[src/hbpc_pkg.sv]
// Constants shared by the host bus pin control block.
// Function
// - With the serial memory fitted, its data output feeds the serial-memory input pin.
// - Without serial memory, that input straps width: low 8-bit, high 16-bit, ignored 32-bit.
// - Synchronous accesses: direction pin high means write, low means read.
// - An address is ours only while the active-low qualifier is low; with the address latch enabled the code uses the latched qualifier instead.
// - Asynchronous writes are signalled and accepted on the low write strobe.
// - Address lines and qualifier are captured on the address strobe rising edge.
// - Power-down input low powers the chip down; high or floating runs normally.
// - Memory-enable strap high means serial memory present; low or open means absent.
// - Bus-style strap low selects synchronous bus; high selects 32-bit asynchronous or burst.
// - Asynchronous reads are signalled by the low read strobe; data driven during it.
package hbpc_pkg;
    // ------------------------------------------------------------------
    // Register map
    // ------------------------------------------------------------------
    localparam logic [7:0]  CTRL_OFFSET    = 8'h00;
    localparam logic [7:0]  STATUS_OFFSET  = 8'h04;
    localparam logic [7:0]  LATCH_OFFSET   = 8'h08;
    localparam logic [7:0]  EVENT_OFFSET   = 8'h0c;
    // ------------------------------------------------------------------
    // Field positions
    // ------------------------------------------------------------------
    localparam int CTRL_LATCH_EN_BIT = 0;
    localparam int CTRL_BASE_LSB     = 4;
    localparam int STAT_EEP_BIT      = 0;
    localparam int STAT_ASYNC_BIT    = 1;
    localparam int STAT_WIDTH_LSB    = 2;
    localparam int STAT_CHIP_POWERDOWN_N_BIT    = 4;
    localparam int STAT_DONE_BIT     = 5;
    localparam int LATCH_QUAL_BIT    = 16;
    localparam int EVT_WRITE_BIT     = 0;
    localparam int EVT_READ_BIT      = 1;
    localparam int EVT_LATCH_BIT     = 2;
    // ------------------------------------------------------------------
    // Reset values and counts
    // ------------------------------------------------------------------
    localparam logic [31:0] CTRL_RESET     = 32'h0000_0000;
    localparam logic [2:0]  EVENT_RESET    = 3'h0;
    // Idle levels of the synchronised pins, so no false strobe edge follows reset.
    localparam logic [23:0] PIN_IDLE       = 24'h0f_8000;
    localparam logic [1:0]  STRAP_SETTLE   = 2'h3;
    localparam logic [1:0]  RESP_OKAY      = 2'h0;
    localparam logic [1:0]  RESP_SLVERR    = 2'h2;

    typedef enum logic [1:0] {
        HBPC_WIDTH8  = 2'h0,
        HBPC_WIDTH16 = 2'h1,
        HBPC_WIDTH32 = 2'h2
    } hbpc_width_type;
endpackage : hbpc_pkg

[src/hbpc_pin_if.sv]
// Synchronised host pin levels passed from the synchroniser to the control logic.
`timescale 1ns/10ps
interface hbpc_pin_if;
    logic        serialIn;
    logic        eepromStrap;
    logic        busStyle;
    logic        writeNotRead;
    logic        qualN;
    logic        writeN;
    logic        readN;
    logic        latchStrobeN;
    logic        powerdownN;
    logic [15:1] addr;
    modport drv (output serialIn, eepromStrap, busStyle, writeNotRead, qualN, writeN,
                 readN, latchStrobeN, powerdownN, addr);
    modport use_side (input serialIn, eepromStrap, busStyle, writeNotRead, qualN, writeN,
                      readN, latchStrobeN, powerdownN, addr);
endinterface : hbpc_pin_if

[src/hbpc_host_pins.sv]
// Host bus pin front end with straps, address latch, decode and AXI4-Lite status port.
`timescale 1ns/10ps
module hbpc_host_pins #(
    parameter hbpc_pkg::hbpc_width_type EEP_WIDTH = hbpc_pkg::HBPC_WIDTH16
) (
    input  wire logic        mclk,
    input  wire logic        resetn,
    input  wire logic        eeprom_serial_in,
    input  wire logic        eeprom_present_strap,
    input  wire logic        bus_style_strap,
    input  wire logic        sync_write_not_read,
    input  wire logic        address_qualifier_n,
    input  wire logic        write_strobe_n,
    input  wire logic        read_strobe_n,
    input  wire logic        address_latch_strobe_n,
    input  wire logic        chip_powerdown_n,
    input  wire logic [15:1] host_address_lines,
    output logic             eepromDataOut,
    output logic             eepromDataValid,
    output logic             powerDown,
    output logic [1:0]       busWidth,
    output logic             asyncMode,
    output logic             hostHit,
    output logic             hostWrite,
    output logic             hostRead,
    output logic             readDriveEn,
    input  wire logic [7:0]  s_axi_awaddr,
    input  wire logic        s_axi_awvalid,
    output logic             s_axi_awready,
    input  wire logic [31:0] s_axi_wdata,
    input  wire logic [3:0]  s_axi_wstrb,
    input  wire logic        s_axi_wvalid,
    output logic             s_axi_wready,
    output logic [1:0]       s_axi_bresp,
    output logic             s_axi_bvalid,
    input  wire logic        s_axi_bready,
    input  wire logic [7:0]  s_axi_araddr,
    input  wire logic        s_axi_arvalid,
    output logic             s_axi_arready,
    output logic [31:0]      s_axi_rdata,
    output logic [1:0]       s_axi_rresp,
    output logic             s_axi_rvalid,
    input  wire logic        s_axi_rready
);
    // ------------------------------------------------------------------
    // Pin synchronisation
    // ------------------------------------------------------------------
    hbpc_pin_if pin ();
    logic [23:0] syncBus;

    hbpc_pin_sync #(.W(24), .RST_VAL(hbpc_pkg::PIN_IDLE)) i_hbpc_pin_sync (
        .mclk    (mclk),
        .resetn  (resetn),
        .pinsIn  ({eeprom_serial_in, eeprom_present_strap, bus_style_strap,
                   sync_write_not_read, address_qualifier_n, write_strobe_n,
                   read_strobe_n, address_latch_strobe_n, chip_powerdown_n,
                   host_address_lines}),
        .pinsOut (syncBus)
    );

    assign pin.serialIn     = syncBus[23];
    assign pin.eepromStrap  = syncBus[22];
    assign pin.busStyle     = syncBus[21];
    assign pin.writeNotRead = syncBus[20];
    assign pin.qualN        = syncBus[19];
    assign pin.writeN       = syncBus[18];
    assign pin.readN        = syncBus[17];
    assign pin.latchStrobeN = syncBus[16];
    assign pin.powerdownN   = syncBus[15];
    assign pin.addr         = syncBus[14:0];

    // ------------------------------------------------------------------
    // Strap capture
    // ------------------------------------------------------------------
    // Straps are sampled once, after the synchroniser has filled, and then frozen.
    logic [1:0]  settle_reg;
    logic        strapDone_reg;
    logic        eepPresent_reg;
    logic        async_reg;
    logic [1:0]  width_reg;
    logic [1:0]  widthStrap;

    assign widthStrap = pin.busStyle ? hbpc_pkg::HBPC_WIDTH32 :
                        pin.eepromStrap ? EEP_WIDTH :
                        pin.serialIn ? hbpc_pkg::HBPC_WIDTH16 : hbpc_pkg::HBPC_WIDTH8;

    always_ff @(posedge mclk or negedge resetn) begin
        if (!resetn) begin
            settle_reg     <= '0;
            strapDone_reg  <= 1'b0;
            eepPresent_reg <= 1'b0;
            async_reg      <= 1'b0;
            width_reg      <= hbpc_pkg::HBPC_WIDTH8;
        end else if (!strapDone_reg) begin
            settle_reg <= settle_reg + 2'h1;
            if (settle_reg == hbpc_pkg::STRAP_SETTLE) begin
                strapDone_reg  <= 1'b1;
                eepPresent_reg <= pin.eepromStrap;
                async_reg      <= pin.busStyle;
                width_reg      <= widthStrap;
            end
        end
    end

    assign busWidth  = width_reg;
    assign asyncMode = async_reg;

    // ------------------------------------------------------------------
    // Serial memory data and power-down
    // ------------------------------------------------------------------
    logic eepData_reg;
    logic powerDown_reg;

    always_ff @(posedge mclk or negedge resetn) begin
        if (!resetn) begin
            eepData_reg   <= 1'b0;
            powerDown_reg <= 1'b0;
        end else begin
            eepData_reg   <= pin.serialIn & eepPresent_reg;
            powerDown_reg <= ~pin.powerdownN;
        end
    end

    assign eepromDataOut   = eepData_reg;
    assign eepromDataValid = strapDone_reg & eepPresent_reg;
    assign powerDown       = powerDown_reg;

    // ------------------------------------------------------------------
    // Address latch and decode
    // ------------------------------------------------------------------
    logic [15:1] latchAddr_reg;
    logic        latchQualN_reg;
    logic        adsPrevN_reg;
    logic        adsRise;
    logic [31:0] ctrl_reg;
    logic [15:1] effAddr;
    logic        effQualN;
    logic        hitNow;
    logic        hitPrev_reg;
    logic        writePrevN_reg;
    logic        readPrevN_reg;
    logic        syncStart;

    assign adsRise  = ~adsPrevN_reg & pin.latchStrobeN;
    assign effAddr  = ctrl_reg[hbpc_pkg::CTRL_LATCH_EN_BIT] ? latchAddr_reg : pin.addr;
    assign effQualN = ctrl_reg[hbpc_pkg::CTRL_LATCH_EN_BIT] ? latchQualN_reg : pin.qualN;
    assign hitNow   = ~effQualN & strapDone_reg & ~powerDown_reg
                      & (effAddr[15:4] == ctrl_reg[hbpc_pkg::CTRL_BASE_LSB +: 12]);
    assign syncStart = ~async_reg & hitNow & ~hitPrev_reg;

    always_ff @(posedge mclk or negedge resetn) begin
        if (!resetn) begin
            latchAddr_reg  <= '0;
            latchQualN_reg <= 1'b1;
            adsPrevN_reg   <= 1'b1;
            hitPrev_reg    <= 1'b0;
            writePrevN_reg <= 1'b1;
            readPrevN_reg  <= 1'b1;
        end else begin
            adsPrevN_reg   <= pin.latchStrobeN;
            hitPrev_reg    <= hitNow;
            writePrevN_reg <= pin.writeN;
            readPrevN_reg  <= pin.readN;
            if (adsRise) begin
                latchAddr_reg  <= pin.addr;
                latchQualN_reg <= pin.qualN;
            end
        end
    end

    assign hostHit     = hitNow;
    assign hostWrite   = async_reg ? (hitNow & writePrevN_reg & ~pin.writeN)
                                   : (syncStart & pin.writeNotRead);
    assign hostRead    = async_reg ? (hitNow & readPrevN_reg & ~pin.readN)
                                   : (syncStart & ~pin.writeNotRead);
    assign readDriveEn = async_reg & hitNow & ~pin.readN;

    // ------------------------------------------------------------------
    // AXI4-Lite register port
    // ------------------------------------------------------------------
    // Both write channels are taken in the same cycle; this keeps one response in flight.
    logic [2:0]  event_reg;
    logic        bvalid_reg;
    logic [1:0]  bresp_reg;
    logic        rvalid_reg;
    logic [1:0]  rresp_reg;
    logic [31:0] rdata_reg;
    logic        wrTake;
    logic        rdTake;
    logic        wrCtrl;
    logic        wrEvent;
    logic        wrKnown;
    logic        rdKnown;
    logic [31:0] rdMux;
    logic [31:0] byteMask;
    logic [2:0]  eventSet;
    logic [2:0]  eventClr;

    assign wrTake   = s_axi_awvalid & s_axi_wvalid & ~bvalid_reg;
    assign rdTake   = s_axi_arvalid & ~rvalid_reg;
    assign s_axi_awready = wrTake;
    assign s_axi_wready  = wrTake;
    assign s_axi_arready = ~rvalid_reg;
    assign wrCtrl   = wrTake & (s_axi_awaddr == hbpc_pkg::CTRL_OFFSET);
    assign wrEvent  = wrTake & (s_axi_awaddr == hbpc_pkg::EVENT_OFFSET);
    assign wrKnown  = (s_axi_awaddr == hbpc_pkg::CTRL_OFFSET) | (s_axi_awaddr ==
                      hbpc_pkg::STATUS_OFFSET) | (s_axi_awaddr == hbpc_pkg::LATCH_OFFSET)
                      | (s_axi_awaddr == hbpc_pkg::EVENT_OFFSET);
    assign rdKnown  = (s_axi_araddr == hbpc_pkg::CTRL_OFFSET) | (s_axi_araddr ==
                      hbpc_pkg::STATUS_OFFSET) | (s_axi_araddr == hbpc_pkg::LATCH_OFFSET)
                      | (s_axi_araddr == hbpc_pkg::EVENT_OFFSET);
    assign byteMask = {{8{s_axi_wstrb[3]}}, {8{s_axi_wstrb[2]}},
                       {8{s_axi_wstrb[1]}}, {8{s_axi_wstrb[0]}}};
    assign eventSet = {adsRise, hostRead, hostWrite};
    assign eventClr = (wrEvent & s_axi_wstrb[0]) ? s_axi_wdata[2:0] : 3'h0;
    assign rdMux    = (s_axi_araddr == hbpc_pkg::CTRL_OFFSET)   ? ctrl_reg :
                      (s_axi_araddr == hbpc_pkg::STATUS_OFFSET) ?
                          {26'h0, strapDone_reg, powerDown_reg, width_reg, async_reg,
                           eepPresent_reg} :
                      (s_axi_araddr == hbpc_pkg::LATCH_OFFSET)  ?
                          {15'h0, latchQualN_reg, latchAddr_reg, 1'b0} :
                      (s_axi_araddr == hbpc_pkg::EVENT_OFFSET)  ? {29'h0, event_reg} :
                      32'h0;

    always_ff @(posedge mclk or negedge resetn) begin
        if (!resetn) begin
            ctrl_reg   <= hbpc_pkg::CTRL_RESET;
            event_reg  <= hbpc_pkg::EVENT_RESET;
            bvalid_reg <= 1'b0;
            bresp_reg  <= hbpc_pkg::RESP_OKAY;
            rvalid_reg <= 1'b0;
            rresp_reg  <= hbpc_pkg::RESP_OKAY;
            rdata_reg  <= '0;
        end else begin
            if (wrCtrl) begin
                ctrl_reg <= (ctrl_reg & ~byteMask) | (s_axi_wdata & byteMask);
            end
            // A hardware event in the clearing cycle survives the clear.
            event_reg <= (event_reg & ~eventClr) | eventSet;
            if (wrTake) begin
                bvalid_reg <= 1'b1;
                bresp_reg  <= wrKnown ? hbpc_pkg::RESP_OKAY : hbpc_pkg::RESP_SLVERR;
            end else if (s_axi_bready) begin
                bvalid_reg <= 1'b0;
            end
            if (rdTake) begin
                rvalid_reg <= 1'b1;
                rdata_reg  <= rdMux;
                rresp_reg  <= rdKnown ? hbpc_pkg::RESP_OKAY : hbpc_pkg::RESP_SLVERR;
            end else if (s_axi_rready) begin
                rvalid_reg <= 1'b0;
            end
        end
    end

    assign s_axi_bvalid = bvalid_reg;
    assign s_axi_bresp  = bresp_reg;
    assign s_axi_rvalid = rvalid_reg;
    assign s_axi_rresp  = rresp_reg;
    assign s_axi_rdata  = rdata_reg;

    // ------------------------------------------------------------------
    // Assertions
    // ------------------------------------------------------------------
    property p_latch_capture;
        @(posedge mclk) disable iff (!resetn)
        adsRise |=> (latchAddr_reg == $past(pin.addr)) && (latchQualN_reg == $past(pin.qualN));
    endproperty
    a_latch_capture: assert property (p_latch_capture) else $error("latch missed strobe");

    property p_latch_hold;
        @(posedge mclk) disable iff (!resetn)
        !adsRise |=> $stable(latchAddr_reg) && $stable(latchQualN_reg);
    endproperty
    a_latch_hold: assert property (p_latch_hold) else $error("latch changed early");

    property p_powerdown;
        @(posedge mclk) disable iff (!resetn)
        !chip_powerdown_n [*4] |-> powerDown;
    endproperty
    a_powerdown: assert property (p_powerdown) else $error("power-down not entered");

    property p_width_strap;
        @(posedge mclk) disable iff (!resetn)
        $rose(strapDone_reg) && !eepPresent_reg && !async_reg |->
            busWidth == ($past(pin.serialIn) ? hbpc_pkg::HBPC_WIDTH16 : hbpc_pkg::HBPC_WIDTH8);
    endproperty
    a_width_strap: assert property (p_width_strap) else $error("bad width strap");

    property p_async_width;
        @(posedge mclk) disable iff (!resetn)
        strapDone_reg && asyncMode |-> busWidth == hbpc_pkg::HBPC_WIDTH32;
    endproperty
    a_async_width: assert property (p_async_width) else $error("async not 32-bit");

    property p_hit_qual;
        @(posedge mclk) disable iff (!resetn)
        hostHit |-> !effQualN;
    endproperty
    a_hit_qual: assert property (p_hit_qual) else $error("hit without qualifier");

    property p_sync_dir;
        @(posedge mclk) disable iff (!resetn)
        !asyncMode && (hostWrite || hostRead) |-> hostWrite == pin.writeNotRead && hostHit;
    endproperty
    a_sync_dir: assert property (p_sync_dir) else $error("sync direction wrong");

    property p_async_write;
        @(posedge mclk) disable iff (!resetn)
        asyncMode && hostWrite |-> $fell(pin.writeN) && hostHit;
    endproperty
    a_async_write: assert property (p_async_write) else $error("write off strobe");

    property p_read_drive;
        @(posedge mclk) disable iff (!resetn)
        readDriveEn |-> asyncMode && !pin.readN && hostHit;
    endproperty
    a_read_drive: assert property (p_read_drive) else $error("read drive off strobe");

    property p_eep_valid;
        @(posedge mclk) disable iff (!resetn)
        eepromDataValid |=> eepromDataOut == $past(pin.serialIn);
    endproperty
    a_eep_valid: assert property (p_eep_valid) else $error("serial data not passed");

    property p_eep_strap;
        @(posedge mclk) disable iff (!resetn)
        $rose(strapDone_reg) |-> eepromDataValid == $past(pin.eepromStrap);
    endproperty
    a_eep_strap: assert property (p_eep_strap) else $error("memory strap wrong");
endmodule : hbpc_host_pins

[src/hbpc_pin_sync.sv]
// Two-stage synchroniser for every host pin of the block.
`timescale 1ns/10ps
module hbpc_pin_sync #(
    parameter int           W       = 24,
    parameter logic [W-1:0] RST_VAL = '0
) (
    input  wire logic         mclk,
    input  wire logic         resetn,
    input  wire logic [W-1:0] pinsIn,
    output logic      [W-1:0] pinsOut
);
    // The first stage is read only by the second stage.
    logic [W-1:0] stage1_reg;
    logic [W-1:0] stage2_reg;

    always_ff @(posedge mclk or negedge resetn) begin
        if (!resetn) begin
            // Resetting to the pins' idle levels avoids a false edge at release.
            stage1_reg <= RST_VAL;
            stage2_reg <= RST_VAL;
        end else begin
            stage1_reg <= pinsIn;
            stage2_reg <= stage1_reg;
        end
    end

    assign pinsOut = stage2_reg;
endmodule : hbpc_pin_sync

[config.mk]
export PLATFORM = sky130hd
export DESIGN_NAME = hbpc_host_pins
export DESIGN_NICKNAME = d
export VERILOG_FILES = /design/src/hbpc_pkg.sv /design/src/hbpc_pin_if.sv /design/src/hbpc_host_pins.sv /design/src/hbpc_pin_sync.sv
export SDC_FILE = /design/constraint.sdc
export NUM_CORES = 1
export LEC_CHECK = 0
export ABC_AREA = 1
export BUFFER_PORTS_ARGS = -buffer_cell sky130_fd_sc_hd__buf_2
export CAP_MARGIN = 10
export CORE_MARGIN = 1
export CORE_UTILIZATION = 45
export CTS_CLUSTER_DIAMETER = 80
export DETAILED_ROUTE_END_ITERATION = 6
export GPL_ROUTABILITY_DRIVEN = 0
export PLACE_DENSITY = 0.77
export SLEW_MARGIN = 20
export SYNTH_ARGS = -nofsm -noshare
export SYNTH_HDL_FRONTEND = slang
export SYNTH_SLANG_ARGS = --single-unit
[constraint.sdc]
create_clock -name mclk -period 4.3 [get_ports mclk]
set_input_delay 1.075 -clock mclk [delete_from_list [all_inputs] [get_ports mclk]]
set_output_delay 1.075 -clock mclk [all_outputs]
set_load 0.1 [all_outputs]
==> run_results.csv <==
group,metric,value,unit
synthesis,synthAdderAreaFrac,0.002162,
placement,dpl_cell_area,6558,um2
clocking,ctsHoldBuffers,0,
sta,fin_tns_setup,0,ps
clocking,cts_tree,"done",
setup_path,cp.arrival,2890,ps
min_path,min_delay_path_depth,0,
routing,wl_per_cell,14.34,um
setup_path,slowest_delay,740,ps
setup_path,cp.required,3220,ps
placement,dp.cells,871,
synthesis,syn_avg_cell_area,9.844,um2
synthesis,synth_cell_type_count,36,
clocking,clk_pin_slew,60,ps
sta,slew_viol_final,0,
die,initial_core_util,0.4605,
cells_and_area,area_growth,24.10,%
clocking,postCtsResizedCells,0,
clocking,clock-sinks,147,
die,io_pins,134,
setup_path,criticalPathCategory,"register to output port",
routing,vias,4519,
global_routing,grt_util_met2,0.3505,
routing,drc,0,
clocking,numCtsBuffers,17,
global_routing,antenna_found_initial,0,
synthesis,synth-compound-area-share,0.07609,
global_routing,use_met1,0.2639,
power_and_ir_drop,power_density,496.5,nW/um2
die,fp.dieArea,13320,um2
setup_path,critPathTopFamily,"simple AND/OR/NAND/NOR gates",
die,core,12570,um2
clocking,postCtsSetupBuffers,0,
routing,postRouteWirelength,12.95,mm
die,die_w,115.4,um
global_routing,grt_pass1_wl,21.25,mm
sta,fin_crit_sh,0.9210,
die,rows,41,
synthesis,ys_async_sr_fraction,1.000,
routing,antenna_left,0,
sta,relSlewSlack,0.2745,
sta,tightest_slew,1082,ps
clocking,root_buffer,"clkbuf_16",
setup_path,cpMaxStageDelayCell,"dfrtp_1",
routing,drt_iter0_markers,370,
sta,fmax,0.2525,GHz
power_and_ir_drop,finalPower,3.567,mW
clocking,clk_path_buf_depth,2,
placement,placement.io_buffers,131,
cells_and_area,final_area,7183,um2
global_routing,grt_pass1_vias,4576,
sta,skew,14.44,ps
synthesis,mappedNetlistArea,5788,um2
setup_path,start_kind,"register",
die,dieHeight,115.4,um
synthesis,synthSimpleGateAreaFrac,0.2093,
status,outcome,"complete, no violations",
power_and_ir_drop,peakVddDrop,268.6,uV
setup_path,worstPathMaxFanout,20,
global_routing,grt_util_met3,0.05492,
cells_and_area,diodes,0,
synthesis,synth_xor_area_frac,0.001513,
job,cap_violations,0,
sta,post-route-min-period,3960,ps
global_routing,top_usage_layer,"met2",
setup_path,critical_path.cell_chain,"inv_2, nand2_1, nand2_1, nand2_1, nand2_1, nor2_1, nand3_1, nor2_4, nand3_1, nand2_1, buf_2",
synthesis,ys_warn_count,0,
power_and_ir_drop,p_leak,3.685,nW
cells_and_area,drive_gt1_frac,0.2886,
setup_path,critPathMostFrequentCell,"nand2_1",
clocking,clk_latency,420,ps
sta,finalSetupViolCount,0,
global_routing,grt_max_degree,89,
routing,viasPerCell,5.004,
synthesis,synth-edff-count,0,
cells_and_area,finalNonFillerCells,903,
synthesis,synth.area.mux_share,0.01751,
sta,rsz0062_at_grt,"no",
min_path,hp-class,"register to register",
sta,hold_viol,0,
cells_and_area,fill_cells,1059,
synthesis,synth-seq-cells,147,
synthesis,netlist_instances,588,
synthesis,synth_top_family_by_area,"simple AND/OR/NAND/NOR gates",
setup_path,critPathCaptureType,"output port",
placement,dp_hpwl,9.029,mm
cells_and_area,nets,802,
setup_path,r2r.worst_path.cells,6,
setup_path,crit_buf_inv,2,
setup_path,cp_num_cells,11,
synthesis,dominantRegCellSynth,"dfrtp_1",
synthesis,ys_seq_area_frac,0.6386,
clocking,cts_max_level,4,
global_routing,grt_overflow,0,
routing,first_pass_iters,7,
global_routing,track_usage,0.2133,
==> placed cells by master (no fill, tap or decap), types with 2 or more instances in the layout <==
cell	count
a21oi_1	19
a21oi_2	11
a221oi_1	5
a31oi_1	4
buf_2	130
buf_4	2
bufinv_16	3
clkbuf_16	17
clkbuf_8	2
clkinv_4	2
clkinvlp_4	2
conb_1	2
dfrtp_1	133
dfstp_2	14
inv_1	40
inv_2	2
inv_6	4
mux2_2	9
nand2_1	179
nand2_2	3
nand3_1	41
nand4_1	4
nor2_1	49
nor2_2	2
nor3_1	2
o211ai_1	3
o21ai_0	26
o21ai_1	4
==> cell type report <==
cell class,instances,area [um2],share of cell area
sequential,147,3696,0.5145
multi-input combinational,375,1788,0.2489
timing repair buffer,134,696.9,0.09702
clock buffer,20,456.7,0.06358
tap,172,215.2,0.02996
clock inverter,12,168.9,0.02352
inverter,43,161.4,0.02247
==> logic make-up after synthesis <==
| logic type | Yosys count |
|---|---|
| multiplexers | 9 |
| buffers and inverters | 67 |
| adder cells (fa/ha/maj) | 1 |
| AO/OA/AOI/OAI | 73 |
| other | 1 |
| XOR/XNOR | 1 |
| flip-flops | 147 |
| AND/OR/NAND/NOR | 289 |
==> metal layers <==
layer	routed length [um]	vias up
li1	-	2150
met1	5507	2183
met2	6462	167
met3	732	19
met4	246	0
met5	0	-
==> per-stage QoR <==
step	hold slack (ps)	utilization	setup WS, ps
finish	343.4	0.5715	339.7
global route	348.3	0.5715	71.53
CTS	345.1	0.5715	372.3
detailed placement	334.7	0.5218	842.7
global placement	333.1	0.5218	968.7
floorplan	331.2	-	261.6
==> Yosys cell counts (4+ instances only) <==
cell type / n / area share
nand4_1: 4 / 0.0043
clkbuf_1: 10 / 0.0065
a21oi_1: 19 / 0.016
a21oi_2: 11 / 0.017
buf_6: 5 / 0.0097
dfstp_2: 14 / 0.064
buf_4: 6 / 0.0078
nand3_1: 41 / 0.035
o21ai_1: 4 / 0.0035
nor2_1: 49 / 0.032
mux2_2: 9 / 0.018
inv_1: 41 / 0.027
a221oi_1: 5 / 0.0076
nand2_1: 179 / 0.12
o21ai_0: 26 / 0.022
dfrtp_1: 133 / 0.58
a31oi_1: 4 / 0.0043
==> worst paths after layout <==
check / start / slack (ps) / end
min reg2reg: i_hbpc_pin_sync.stage1_reg[6] / 340 / i_hbpc_pin_sync.pinsOut[6]
max reg2reg: s_axi_rvalid / 1890 / s_axi_rdata[1]
max: register / 340 / hostWrite
max in group asynchronous: resetn / 2730 / i_hbpc_pin_sync.stage1_reg[15]
min: i_hbpc_pin_sync.stage1_reg[6] / 340 / i_hbpc_pin_sync.pinsOut[6]
min in group asynchronous: resetn / 710 / s_axi_rdata[17]
==> worst reg2reg max path, stage by stage (launching register included) <==
cell and delay, ps:
dfrtp_1 340, inv_1 60, nand2_1 60, buf_4 360, clkinv_1 980, o211ai_1 410
nand2_1 90
==> report_power, final <==
part | total [mW] | internal (mW) | switching [mW] | leakage, nW
Clock | 1.52 | 0.956 | 0.568 | 0.300
Combinational | 0.518 | 0.101 | 0.417 | 1.63
Sequential | 1.52 | 1.47 | 0.0518 | 1.75
Total | 3.57 | 2.53 | 1.04 | 3.68
Note: power is estimated with default switching activity, not from simulation.
